[src/gain_loop_consts.svh]
`ifndef GAIN_LOOP_CONSTS_SVH
`define GAIN_LOOP_CONSTS_SVH

// Register byte offsets
`define OFF_TIMING 5'h00
`define OFF_AVERAGE 5'h04
`define OFF_LIMIT 5'h08
`define OFF_THRESH 5'h0C
`define OFF_CTRL 5'h10
`define OFF_STATUS 5'h14
`define OFF_LEVEL 5'h18

// Reset values
`define RST_TIMING 5'h00
`define RST_AVERAGE 3'h0
`define RST_LIMIT 8'h00
`define RST_THRESH 8'h00
`define RST_CTRL 4'h0

// Field positions
`define CTRL_RX_ON 0
`define CTRL_SENSE_SET 1
`define CTRL_BLANKING 2
`define CTRL_FILTER_SKIP 3
`define AVG_HYST 2
`define STAT_HOLD 0
`define STAT_CARRIER 3
`define STAT_GAIN_LSB 8

// Timing and level figures
`define FREEZE_BASE 8'h10
`define SENSE_OFFSET 8'h08
`define DROP_OFFSET 8'h08
`define HYST_WIDEN 8'h02
`define LEVEL_MAX 7'h6A

`endif

[src/gain_loop_pkg.sv]
package gain_loop_pkg;

  typedef enum logic [1:0] {
    ST_OFF,
    ST_STARTUP,
    ST_STEP_WAIT,
    ST_MEASURE
  } loop_state_e;

  typedef struct packed {
    loop_state_e st;
    logic [7:0] cnt;
    logic [4:0] gain;
    logic cs;
    logic [6:0] level;
    logic [1:0] vote;
    logic rx_d;
    logic avg_go;
    logic ack;
    logic [31:0] rdata;
    logic [4:0] timing;
    logic [2:0] avg_cfg;
    logic [7:0] limit;
    logic [7:0] thresh;
    logic [3:0] ctrl;
  } loop_regs_s;

  typedef struct packed {
    logic busy;
    logic [1:0] sel;
    logic [4:0] cnt;
    logic [10:0] sum;
    logic done;
    logic [6:0] avg;
  } avg_regs_s;

endpackage : gain_loop_pkg

[src/level_averager.sv]
`timescale 1ns/100ps
`include "gain_loop_consts.svh"
module level_averager
  import gain_loop_pkg::*;
(
  input wire logic clk_i,
  input wire logic rstn_i,
  input wire logic filt_ce_i,
  input wire logic start_i,
  input wire logic [1:0] avg_sel_i,
  input wire logic [6:0] sample_i,
  output logic done_o,
  output logic [6:0] avg_o
);

  avg_regs_s r;
  avg_regs_s next_r;
  logic [10:0] sum_now;
  logic [4:0] len;

  // Samples per reading are 2, 4, 8 or 16; the count is latched at start
  // so a config write mid-reading cannot strand the counter
  assign len = 5'h01 << ({1'b0, r.sel} + 3'h1);
  assign sum_now = r.sum + {4'h0, sample_i};

  always_comb begin
    next_r = r;
    next_r.done = 1'b0;
    if (start_i) begin
      next_r.busy = 1'b1;
      next_r.sel = avg_sel_i;
      next_r.cnt = 5'h00;
      next_r.sum = 11'h000;
    end else if (r.busy && filt_ce_i) begin
      next_r.sum = sum_now;
      next_r.cnt = r.cnt + 5'h01;
      if (r.cnt + 5'h01 == len) begin
        next_r.busy = 1'b0;
        next_r.done = 1'b1;
        next_r.avg = 7'(sum_now >> ({1'b0, r.sel} + 3'h1));
      end
    end
  end

  always_ff @(posedge clk_i or negedge rstn_i) begin
    if (!rstn_i) begin
      r <= '0;
    end else begin
      r <= next_r;
    end
  end

  assign done_o = r.done;
  assign avg_o = r.avg;
endmodule : level_averager

[src/gain_loop_ctrl.sv]
// Added by the designer: the placing of the registers and register access over Avalon-MM.
`timescale 1ns/100ps
`include "gain_loop_consts.svh"
module gain_loop_ctrl
  import gain_loop_pkg::*;
(
  input wire logic CLK_I,
  input wire logic RSTN_I,
  input wire logic [4:0] AVS_ADDRESS_I,
  input wire logic AVS_READ_I,
  input wire logic AVS_WRITE_I,
  input wire logic [31:0] AVS_WRITEDATA_I,
  input wire logic [3:0] AVS_BYTEENABLE_I,
  output logic [31:0] AVS_READDATA_O,
  output logic AVS_WAITREQUEST_O,
  input wire logic ADC_CE_I,
  input wire logic FILT_CE_I,
  input wire logic [6:0] SAMPLE_I,
  input wire logic LOCK_LOST_I,
  input wire logic FREQ_SWITCH_I,
  output logic [4:0] GAIN_O,
  output logic HOLD_O,
  output logic CARRIER_SENSE_O,
  output logic BLANK_O,
  output logic FILTER_SKIP_O
);

  loop_regs_s r;
  loop_regs_s next_r;
  logic avg_done;
  logic [6:0] avg_val;
  logic [6:0] lvl_new;
  logic [7:0] low_lim;
  logic [7:0] high_lim;
  logic [7:0] lvl8;
  logic go_down;
  logic go_up;
  logic restart;
  logic req;

  function automatic logic [7:0] freeze_cycles(input logic [1:0] f);
    freeze_cycles = `FREEZE_BASE << f;
  endfunction : freeze_cycles

  function automatic logic [7:0] wait_cycles(input logic [2:0] w,
                                             input logic blank);
    logic [7:0] n;
    case (w)
      3'h0: n = 8'h10;
      3'h1: n = 8'h14;
      3'h2: n = 8'h18;
      3'h3: n = 8'h1C;
      3'h4: n = 8'h20;
      3'h5: n = 8'h24;
      3'h6: n = 8'h28;
      default: n = 8'h30;
    endcase
    // Blanking trades a shorter settle for more offset spikes
    wait_cycles = blank ? (n >> 1) : n;
  endfunction : wait_cycles

  level_averager u_avg (
    .clk_i(CLK_I),
    .rstn_i(RSTN_I),
    .filt_ce_i(FILT_CE_I),
    .start_i(r.avg_go),
    .avg_sel_i(r.avg_cfg[1:0]),
    .sample_i(SAMPLE_I),
    .done_o(avg_done),
    .avg_o(avg_val)
  );

  // Filtered sample halves the jump of a single noisy reading
  assign lvl_new = r.avg_cfg[`AVG_HYST]
                 ? 7'((8'(r.level) + 8'(avg_val)) >> 1) : avg_val;
  assign lvl8 = {1'b0, lvl_new};
  assign low_lim = 8'(r.thresh[4:0]) + 8'(r.thresh[7:5]);
  assign high_lim = low_lim + 8'(r.limit[7:5]) + `DROP_OFFSET;
  always_comb begin
    if (r.avg_cfg[`AVG_HYST]) begin
      go_down = lvl8 > high_lim + `HYST_WIDEN;
      go_up = lvl8 + `HYST_WIDEN < low_lim;
    end else begin
      go_down = lvl8 > high_lim;
      go_up = lvl8 < low_lim;
    end
  end

  assign restart = r.ctrl[`CTRL_RX_ON]
                 && (!r.rx_d || LOCK_LOST_I || FREQ_SWITCH_I);
  assign req = AVS_READ_I || AVS_WRITE_I;

  always_comb begin
    next_r = r;
    next_r.avg_go = 1'b0;
    next_r.rx_d = r.ctrl[`CTRL_RX_ON];
    // Register bus: one wait state, answer on the ack cycle
    next_r.ack = req && !r.ack;
    if (req && !r.ack) begin
      next_r.rdata = 32'h0000_0000;
      if (AVS_ADDRESS_I == `OFF_TIMING) begin
        next_r.rdata[4:0] = r.timing;
      end else if (AVS_ADDRESS_I == `OFF_AVERAGE) begin
        next_r.rdata[2:0] = r.avg_cfg;
      end else if (AVS_ADDRESS_I == `OFF_LIMIT) begin
        next_r.rdata[7:0] = r.limit;
      end else if (AVS_ADDRESS_I == `OFF_THRESH) begin
        next_r.rdata[7:0] = r.thresh;
      end else if (AVS_ADDRESS_I == `OFF_CTRL) begin
        next_r.rdata[3:0] = r.ctrl;
      end else if (AVS_ADDRESS_I == `OFF_STATUS) begin
        next_r.rdata[`STAT_CARRIER] = r.cs;
        next_r.rdata[`STAT_HOLD] = HOLD_O;
        next_r.rdata[`STAT_GAIN_LSB +: 5] = r.gain;
      end else if (AVS_ADDRESS_I == `OFF_LEVEL) begin
        next_r.rdata[6:0] = r.level;
      end
    end
    if (AVS_WRITE_I && r.ack && AVS_BYTEENABLE_I[0]) begin
      if (AVS_ADDRESS_I == `OFF_TIMING) begin
        next_r.timing = AVS_WRITEDATA_I[4:0];
      end else if (AVS_ADDRESS_I == `OFF_AVERAGE) begin
        next_r.avg_cfg = AVS_WRITEDATA_I[2:0];
      end else if (AVS_ADDRESS_I == `OFF_LIMIT) begin
        next_r.limit = AVS_WRITEDATA_I[7:0];
      end else if (AVS_ADDRESS_I == `OFF_THRESH) begin
        next_r.thresh = AVS_WRITEDATA_I[7:0];
      end else if (AVS_ADDRESS_I == `OFF_CTRL) begin
        next_r.ctrl = AVS_WRITEDATA_I[3:0];
      end
    end
    // Gain loop
    if (!r.ctrl[`CTRL_RX_ON]) begin
      next_r.st = ST_OFF;
      next_r.cs = 1'b0;
      next_r.cnt = 8'h00;
    end else if (restart) begin
      next_r.st = ST_STARTUP;
      next_r.cnt = 8'h00;
      next_r.cs = 1'b0;
      next_r.vote = 2'b00;
      if (!r.rx_d) begin
        next_r.gain = r.limit[4:0];
      end
    end else begin
      case (r.st)
        ST_STARTUP: begin
          next_r.cs = 1'b0;
          if (ADC_CE_I) begin
            if (r.cnt == freeze_cycles(r.timing[4:3]) - 8'h01) begin
              next_r.st = ST_STEP_WAIT;
              next_r.cnt = 8'h00;
            end else begin
              next_r.cnt = r.cnt + 8'h01;
            end
          end
        end
        ST_STEP_WAIT: begin
          next_r.cs = 1'b0;
          if (FILT_CE_I) begin
            if (r.cnt == wait_cycles(r.timing[2:0],
                                     r.ctrl[`CTRL_BLANKING]) - 8'h01) begin
              next_r.st = ST_MEASURE;
              next_r.cnt = 8'h00;
              next_r.avg_go = 1'b1;
            end else begin
              next_r.cnt = r.cnt + 8'h01;
            end
          end
        end
        ST_MEASURE: begin
          if (avg_done) begin
            next_r.level = lvl_new;
            if (!r.ctrl[`CTRL_SENSE_SET]) begin
              next_r.cs = lvl8 > 8'(r.thresh[4:0]) + `SENSE_OFFSET;
            end else if (lvl8 > 8'(r.thresh[4:0]) + `SENSE_OFFSET) begin
              next_r.cs = 1'b1;
            end
            next_r.vote = {go_up, go_down};
            next_r.avg_go = 1'b1;
            if (go_down && r.gain != 5'h00
                && (!r.avg_cfg[`AVG_HYST] || r.vote == 2'b01)) begin
              next_r.gain = r.gain - 5'h01;
              next_r.st = ST_STEP_WAIT;
              next_r.avg_go = 1'b0;
              next_r.vote = 2'b00;
              next_r.cs = 1'b0;
            end else if (go_up && r.gain < r.limit[4:0]
                && (!r.avg_cfg[`AVG_HYST] || r.vote == 2'b10)) begin
              next_r.gain = r.gain + 5'h01;
              next_r.st = ST_STEP_WAIT;
              next_r.avg_go = 1'b0;
              next_r.vote = 2'b00;
              next_r.cs = 1'b0;
            end
          end
        end
        default: begin
          next_r.st = ST_OFF;
        end
      endcase
    end
  end

  always_ff @(posedge CLK_I or negedge RSTN_I) begin
    if (!RSTN_I) begin
      r <= '0;
      r.st <= ST_OFF;
      r.timing <= `RST_TIMING;
      r.avg_cfg <= `RST_AVERAGE;
      r.limit <= `RST_LIMIT;
      r.thresh <= `RST_THRESH;
      r.ctrl <= `RST_CTRL;
    end else begin
      r <= next_r;
    end
  end

  assign AVS_READDATA_O = r.rdata;
  assign AVS_WAITREQUEST_O = req && !r.ack;
  assign GAIN_O = r.gain;
  assign HOLD_O = (r.st == ST_STARTUP) || (r.st == ST_STEP_WAIT);
  assign CARRIER_SENSE_O = r.cs;
  assign BLANK_O = (r.st == ST_STEP_WAIT) && r.ctrl[`CTRL_BLANKING];
  // Image rejection degrades while the host keeps this set
  assign FILTER_SKIP_O = r.ctrl[`CTRL_FILTER_SKIP];
endmodule : gain_loop_ctrl

[config.mk]
export PLATFORM = sky130hd
export DESIGN_NAME = gain_loop_ctrl
export DESIGN_NICKNAME = d
export VERILOG_FILES = /design/src/gain_loop_pkg.sv /design/src/level_averager.sv /design/src/gain_loop_ctrl.sv
export VERILOG_INCLUDE_DIRS = /design/src
export SDC_FILE = /design/constraint.sdc
export NUM_CORES = 1
export LEC_CHECK = 0
export ABC_AREA = 0
export BUFFER_PORTS_ARGS = -buffer_cell sky130_fd_sc_hd__buf_2
export CORE_ASPECT_RATIO = 0.6
export CORE_UTILIZATION = 64
export DETAILED_ROUTE_END_ITERATION = 7
export HOLD_SLACK_MARGIN = 0.15
export MAX_ROUTING_LAYER = met4
export PLACE_DENSITY = 0.95
export REMOVE_ABC_BUFFERS = 1
export SYNTH_ARGS = -nofsm -noshare
export SYNTH_HDL_FRONTEND = slang
export SYNTH_SLANG_ARGS = --single-unit
[constraint.sdc]
create_clock -name CLK_I -period 13.05 [get_ports CLK_I]
set_clock_uncertainty 0.05 [all_clocks]
set_input_delay 2.61 -clock CLK_I [delete_from_list [all_inputs] [get_ports CLK_I]]
set_output_delay 2.61 -clock CLK_I [all_outputs]
set_load 0.03 [all_outputs]
== Yosys cells after proc, flatten, opt, wreduce, memory -nomap -nowiden ==
Cells that the tools add are included.
W data, S select, Z words.
Word-level totals
  register bits: 96
  output and inout bits: 42
  logic and storage cells: 190
  input port bits: 56
Cells by class
  reduce and logical (&&, ||, !) cells: 41
  add/sub/neg operators: 15
  equal/unequal tests: 30
  bitwise logic cells: 6
  mux-type cells: 68
  shift-type cells: 3
  $lt $le $gt $ge: 6
Operator list (number)
  $mux W8: 11
  $pmux W6 S7: 1
  $mux W10: 4
  $mux W5: 7
  $mux W16: 2
  $mux W24: 1
  $mux W7: 3
  $mux W2: 10
  $mux W1: 18
  $eq A8 B8 Y1: 2
  $gt A7 B8 Y1: 2
  $ne A4 B4 Y1 const B: 4
  $pmux W8 S2: 1
  $sub A8 B1 Y8 const B: 2
  $eq A5 B5 Y1 const B: 3
  $mux W15: 1
  $reduce_and A3 Y1: 5
  $mux W6: 2
  $reduce_and A6 Y1: 2
  $add A11 B7 Y11: 1
  $shr A11 B3 Y7: 1
  $add A5 B1 Y5 const B: 2
  $eq A5 B4 Y1 const B: 2
  $logic_and A1 B1 Y1: 10
  other kinds (45): 72

== Logic depth before layout (Yosys ltp) ==
Gate-level depths: netlist (run 1).
  depth after elaboration: 14
  depth in mapped cells: 21
  mapped depth without buffers: 21

== Modules after synthesis ==
A second synthesis (run 1) with hierarchy kept.
Unflattened totals
  cell total of the unflattened synthesis: 834
  area, all modules: 7628.6 sq um
Modules (own cells, without submodules)
  gain_loop_ctrl: seq. area each 1726.7 sq um, cells an instance 629, area an instance 5761.8 sq um, times used 1
  level_averager: seq. area each 675.6 sq um, cells an instance 205, area an instance 1866.8 sq um, times used 1

== Worst setup path before layout (run 1) ==
No wires, ideal clock.
  kind: input to output
  start: input port AVS_WRITE_I
  end: output port AVS_WAITREQUEST_O
  slack: 7.067 ns
  data arrival time: 3.323 ns
  data required time: 10.390 ns
  stages: 4
  cell sequence: nor2_1 -> or2_2 -> clkbuf_1 -> inv_1
Between the ends
  cells in the longest elaborated chain, start to end: 2
RTL lines
  start, declared: line gain_loop_ctrl.sv:11  | input wire logic AVS_WRITE_I,
  $logic_or A1 B1 Y1: line gain_loop_ctrl.sv:91  | assign req = AVS_READ_I || AVS_WRITE_I;
  $logic_and A1 B1 Y1: line gain_loop_ctrl.sv:220  | assign AVS_WAITREQUEST_O = req && !r.ack;
  end, declared: line gain_loop_ctrl.sv:15  | output logic AVS_WAITREQUEST_O,
No other way between the ends.

== Final worst setup path (run 1) ==
Same ends and word-level chain as after synthesis.

==> results of run 1 <==
==> power groups by stage <==
| stage | clock network [mW] | registers (mW) | logic (mW) |
|---|---|---|---|
| 6_report | 0.253 | 0.405 | 0.614 |
| 5_1_grt | 0.267 | 0.411 | 0.680 |
| 4_1_cts | 0.253 | 0.402 | 0.601 |
| 3_5_place_dp | 0 | 0.407 | 0.589 |
| 3_3_place_gp | 0 | 0.403 | 0.562 |
| 2_1_floorplan | 0 | 0.394 | 0.449 |
==> kinds of logic after synthesis <==
| group | synth area share (%) |
|---|---|
| other | 0.0510 |
| adder cells (fa/ha/maj) | 12.0 |
| AND/OR/NAND/NOR | 16.9 |
| buffers and inverters | 7.44 |
| AO/OA/AOI/OAI | 19.2 |
| XOR/XNOR | 4.05 |
| flip-flops | 32.7 |
| multiplexers | 7.71 |
==> critical path: stages <==
cell and delay (ns):
buf_2 0.09, nor2_1 0.04, or2_2 0.43, inv_1 0.15
buf_2 0.21
==> Yosys cell counts (5+ instances only) <==
library cell   n
dfrtp_1       96
nand3b_1       7
nand3_1       16
a211o_1        5
ha_1          64
o211ai_1       5
xor2_1        11
mux2_2        31
a21oi_1       45
nand2b_1      12
o21a_1         9
a22o_1         8
o21ai_1        5
nand4_1        7
clkbuf_1      23
nor3_1        18
inv_1         45
nor2_1        59
o31ai_1        8
a211oi_1       5
mux2i_1       15
buf_4         37
nand2_1       81
xnor2_1       23
o21ai_0       52
nor2b_1       16
a31oi_1        9
a21o_1        11
or3_1          8
==> layer usage <==
metal | GRT usage (%) | share of wire [%] | vias to the layer above
met5 | - | 0 | -
met4 | 8.49 | 1.6 | 0
met3 | 6.94 | 10 | 41
met2 | 49.3 | 44 | 358
met1 | 47.2 | 44 | 3047
li1 | - | - | 2903
==> through the flow <==
| stage | hold WS, ns | worst slack (ns) | std cells | power (mW) | utilization, % |
|---|---|---|---|---|---|
| 6_report | 0.438 | 6.85 | 981 | 1.27 | 71.7 |
| 3_5_place_dp | 0.422 | 6.87 | 965 | 0.996 | 69.1 |
| 4_1_cts | 0.439 | 6.86 | 981 | 1.26 | 71.7 |
| 3_3_place_gp | 0.412 | 6.91 | 965 | 0.965 | 69.1 |
| 2_1_floorplan | 0.404 | 7.11 | 772 | 0.843 | - |
| 5_1_grt | 0.471 | 6.80 | 981 | 1.36 | 71.7 |
==> state kept, by name, indices dropped and copies added, names as in the netlist <==
signal           flops
r                   48
u_avg.r             19
AVS_READDATA_O      13
u_avg.avg_o          7
GAIN_O               5
CARRIER_SENSE_O      1
FILTER_SKIP_O        1
next_r               1
u_avg.done_o         1
==> how the worst max path moves through the flow <==
| stage | from | slack [ns] | depth (start not counted) | end |
|---|---|---|---|---|
| 2_1_floorplan | AVS_WRITE_I | 7.11 | 3 | AVS_WAITREQUEST_O |
| 3_3_place_gp | AVS_WRITE_I | 6.91 | 5 | AVS_WAITREQUEST_O |
| 3_5_place_dp | AVS_WRITE_I | 6.87 | 5 | AVS_WAITREQUEST_O |
| 4_1_cts | AVS_WRITE_I | 6.86 | 5 | AVS_WAITREQUEST_O |
| 5_1_grt | AVS_WRITE_I | 6.80 | 5 | AVS_WAITREQUEST_O |
| 6_report | AVS_WRITE_I | 6.85 | 5 | AVS_WAITREQUEST_O |
==> cells in the final DEF, fill, tap and decap left out, drive strengths merged, types with 10 or more instances in the layout <==
cell type,netlist,final
conb,1,19
a21o,11,11
a21oi,45,45
nand3,16,16
buf,39,54
ha,64,64
nor2,59,59
nor2b,16,16
nor3,18,18
o21ai,58,58
a31oi,10,10
xnor2,23,23
clkbuf,23,12
mux2,33,33
mux2i,15,15
nand2,81,81
xor2,11,11
inv,45,46
dfrtp,96,96
nand2b,12,12
==> layout make-up <==
cell class                      instances  share of cell area, %
Clock buffer                           12                   3.17
Clock inverter                          4                  0.370
Inverter                               46                   2.22
Multi-Input combinational cell        630                   57.5
Sequential cell                        96                   30.9
Tap cell                              139                   2.24
Timing Repair Buffer                   54                   3.61
==> flow_metrics.tcl, run 1 <==
set metrics [dict create \
    ys_seq_elements 96 \
    hold_depth 2 \
    start_util_pct 67.8 \
    hp-start "AVS_READDATA_O[3]" \
    nNetsFinal 961 \
    multi_input_area_sq_um 4470 \
    synth.area.top_cells "dfrtp_1 33%, ha_1 11%, mux2_2 4.7%, nand2_1 4.1%, buf_4 3.8%" \
    cts.sinks 96 \
    synth_ff_type "dfrtp_1" \
    synth_top_area_cell "dfrtp_1" \
    worst_pin_slew_ns 1.15 \
    path_class "in -> out" \
    drv_cap 0 \
    synthesis.area_sq_um 7350 \
    track_usage_pct 33.5 \
    portBuffers 51 \
    fmax_mhz 161 \
    die_y_microns 85.0 \
    hold_violations 0 \
    setup_viol 0 \
    timing.rr.start "r[4]" \
    power_density_nw_per_um2 164 \
    p_switching_mw 0.543 \
    setup-tns-final_ns 0 \
    post_cts_buffers 0 \
    fillCellCount 756 \
    cts_buffers 9 \
    synth_cell_types 77 \
    ir_worst_vdd_uv 112 \
    tritoncts "built" \
    relSlewSlack_pct 23.3 \
    cp_data_required_time_ns 10.39 \
    via_count 6349 \
    synth_top_area_share_pct 32.7 \
    hpwl_microns 13500 \
    rsz0062_at_grt "no" \
    min_period_ns 6.20 \
    p_int_mw 0.729 \
    drcViolationCount 0 \
    antenna_found_initial 0 \
    grt_max_degree 78 \
    diodes 0 \
    ctsHtreeMaxLevel 3 \
    r2r_end "GAIN_O[0]" \
    start_kind "primary input" \
    p_sw_share_pct 42.7 \
    pwr-share-seq_pct 31.8 \
    setup.worst_path.end_class "primary output" \
    clk_transition_reported_paths_ns 0.06 \
    wirelength_microns 18600 \
    first_pass_iters 6 \
    p_leak_nw 3.67 \
    min-delay-path-class "reg -> reg" \
    grt-ovfl-total 0 \
    area_growth_pct 5.75 \
    syn_area_per_cell_sq_um 9.01 \
    place_area_sq_um 7500 \
    cp_max_fo 19 \
    detail-route-antenna-nets 0 \
    wl_per_cell_microns 19.0 \
    grt_pass1_vias 5897 \
    combinationalPowerShare_pct 48.3 \
    worstRegToRegCells 20 \
    synth_edf_count 0 \
    drive_above_1_share_pct 14.6 \
    via_per_inst 6.47 \
    syn_inst 816 \
    yosysSeqAreaShare_pct 32.7 \
    place_congestion 0.929 \
    clk_path_buf_depth 2 \
    clkPwrFrac_pct 19.9 \
    fin_area_sq_um 7770 \
    clock_latency_ns 0.35 \
    holdBufCountCts 0 \
    core_sq_um 10800 \
    whs_endpoint "AVS_READDATA_O[3]" \
    die_area_sq_um 11900 \
    synthArstFlopShare_pct 100 \
    ios 98 \
    yosys_warnings 0 \
    rrSetupSlack_ns 7.09 \
    seqCellArea_sq_um 2400 \
    post_cts_resized 0 \
    final.period_utilization_pct 47.5 \
    slew_viol_final 0 \
    num_rows 29 \
    grt_pass1_wl_microns 30200 \
    status "completed" \
    die_w_microns 140 \
    dr.first_iter.drc_count 648 \
    worstPathArrival_ns 3.54 \
    clockRootBuffer "clkbuf_16" \
]
No activity file was read; power rests on OpenSTA's default activity.
==> run 2, diff against run 1 <==
CORE_UTILIZATION = 53   (was 64)
PLACE_DENSITY = 0.89   (was 0.95)
clock period = 5 ns   (was 13.05 ns; I/O delays follow)
==> flow_metrics.tcl, run 2 (synthesis results as in run 1) <==
set metrics [dict create \
    status "completed" \
    drv_cap 0 \
    grt_max_degree 72 \
    largest_reg_flops 48 \
    slowest_delay_ns 0.44 \
    place_congestion 0.970 \
    rrSetupSlack_ns 0.22 \
    gr-usage-met1_pct 38.0 \
    p_leak_nw 3.79 \
    min_period_ns 4.78 \
    path_class "reg -> reg" \
    num_rows 32 \
    via_count 6310 \
    path_buf_inv 5 \
    drive_above_1_share_pct 17.8 \
    hold_violations 0 \
    ir_worst_vdd_uv 294 \
    busiest_layer "met2" \
    hpwl_microns 13500 \
    via_per_inst 6.13 \
    worstPathArrival_ns 4.97 \
    whs_ns 0.437 \
    r2r_end "GAIN_O[3]" \
    grtUsageMet2_pct 38.9 \
    grt-ovfl-total 0 \
    cp_max_fo 6 \
    hp-start "AVS_READDATA_O[4]" \
    timing.rr.start "r[4]" \
    die_w_microns 154 \
    grt_pass1_wl_microns 29400 \
    worst_pin_slew_ns 0.946 \
    die_area_sq_um 14400 \
    wl_per_cell_microns 18.0 \
    fmax_mhz 209 \
    whs_endpoint "AVS_READDATA_O[4]" \
    setup_viol 0 \
    min-delay-path-class "reg -> reg" \
    wirelength_microns 18500 \
    rsz0062_at_grt "no" \
    gr-usage-met3_pct 7.09 \
    tritoncts "built" \
    final.period_utilization_pct 95.7 \
    dr.first_iter.drc_count 678 \
    clockRootBuffer "clkbuf_16" \
    cts.sinks 96 \
    ctsHtreeMaxLevel 3 \
    cts_buffers 9 \
    post-route-util_pct 61.0 \
    worstRegToRegCells 23 \
    start_kind "flop" \
    cp_cell_sequence "ha_1 > inv_1 > fa_1 > inv_1 > ha_1 > a21o_1 > a21oi_4 > a21oi_1 > xnor2_1 > inv_1 > xnor2_1 > ha_1 > o21ai_0 > nand2b_1 > a21oi_1 > a2111oi_4 > nor2_4 > a31oi_2 > o211ai_2 > buf_4 > buf_4 > o21bai_1 > a21o_1" \
    track_usage_pct 27.1 \
    ios 98 \
    regMostFlops "r" \
    clk_path_buf_depth 2 \
    setup-tns-final_ns 0 \
    final_cell_mix "96 x dfrtp_1, 80 x nand2_1, 64 x ha_1" \
    clk_transition_reported_paths_ns 0.07 \
    portBuffers 51 \
    start_util_pct 55.8 \
    cpMaxStageDelayCell "fa_1" \
    first_pass_iters 5 \
    clock_latency_ns 0.35 \
    core_sq_um 13200 \
    relSlewSlack_pct 36.9 \
    crit_family "compound AO/OA/AOI/OAI gates" \
    die_y_microns 93.2 \
    nNetsFinal 978 \
    grt_pass1_vias 5854 \
    power_density_nw_per_um2 422 \
    antenna_found_initial 0 \
    cp_data_required_time_ns 5.18 \
    diodes 0 \
    final_common_cell "dfrtp_1" \
    detail-route-antenna-nets 0 \
    drcViolationCount 0 \
    hold_depth 2 \
    area_growth_pct 9.36 \
    slew_viol_final 0 \
    setup.worst_path.end_class "flop" \
]
-- run 2: changes by cell type in the layout (fill, tap and decap cells not counted), sizes merged --
cell / delta
buf: +17
clkinv: +2
clkinvlp: -2
clkbuf: -1
inv: +1
-- run 2: area by class of cell --
| type | count | area [sq um] |
|---|---|---|
| clock buffers | 11 | 233 |
| fillers | 1062 | 5130 |
| clock inverters | 5 | 40.0 |
| well taps | 170 | 213 |
| flip-flops and latches | 96 | 2400 |
| inverters | 46 | 173 |
| multi-input cells | 630 | 4570 |
| repair buffers | 71 | 408 |
-- run 2: worst max-delay path by stage --
stage	start	to	slack (ns)	cells past startpoint
2_1_floorplan	r[4]	GAIN_O[0]	0.45	20
5_1_grt	r[4]	GAIN_O[3]	0.002	23
6_report	r[4]	GAIN_O[3]	0.22	23
3_5_place_dp	r[9]	GAIN_O[4]	-0.20	21
3_3_place_gp	r[9]	GAIN_O[4]	-0.08	21
4_1_cts	r[4]	GAIN_O[4]	0.03	21
-- run 2: worst min-delay path, stage by stage, from the launching register on --
cell and delay (ns):
dfrtp_1 0.35, nand2_1 0.05, o21ai_0 0.06
-- run 2: repair_timing --
action	4_1_cts	5_1_grt
resized for setup	4	14
setup endpoints to repair	5	7
hold buffers	0	0
pin swaps	0	4
buffers inserted	0	2
-- run 2: layer usage --
layer,wire [microns],vias to the layer above
met3,1840,43
met4,282,0
li1,-,2951
met1,8490,3008
met2,7890,308
met5,0,-
-- run 2: metrics by stage --
stage                     std cells  power (mW)  instance area, sq um  setup WS, ns
after detailed placement       1011        2.64                  7650        -0.204
after global placement         1011        2.57                  7650       -0.0751
after CTS                      1027        3.33                  7940        0.0271
after global routing           1029        3.62                  8040       0.00220
after floorplan                 772        2.20                  7040         0.454
final                          1029        3.39                  8040         0.216
-- run 2: power by group --
part	total (mW)	switching [mW]	internal, mW
clock	0.660	0.318	0.343
combinational	1.68	0.978	0.704
sequential	1.05	0.150	0.899
total	3.39	1.45	1.95
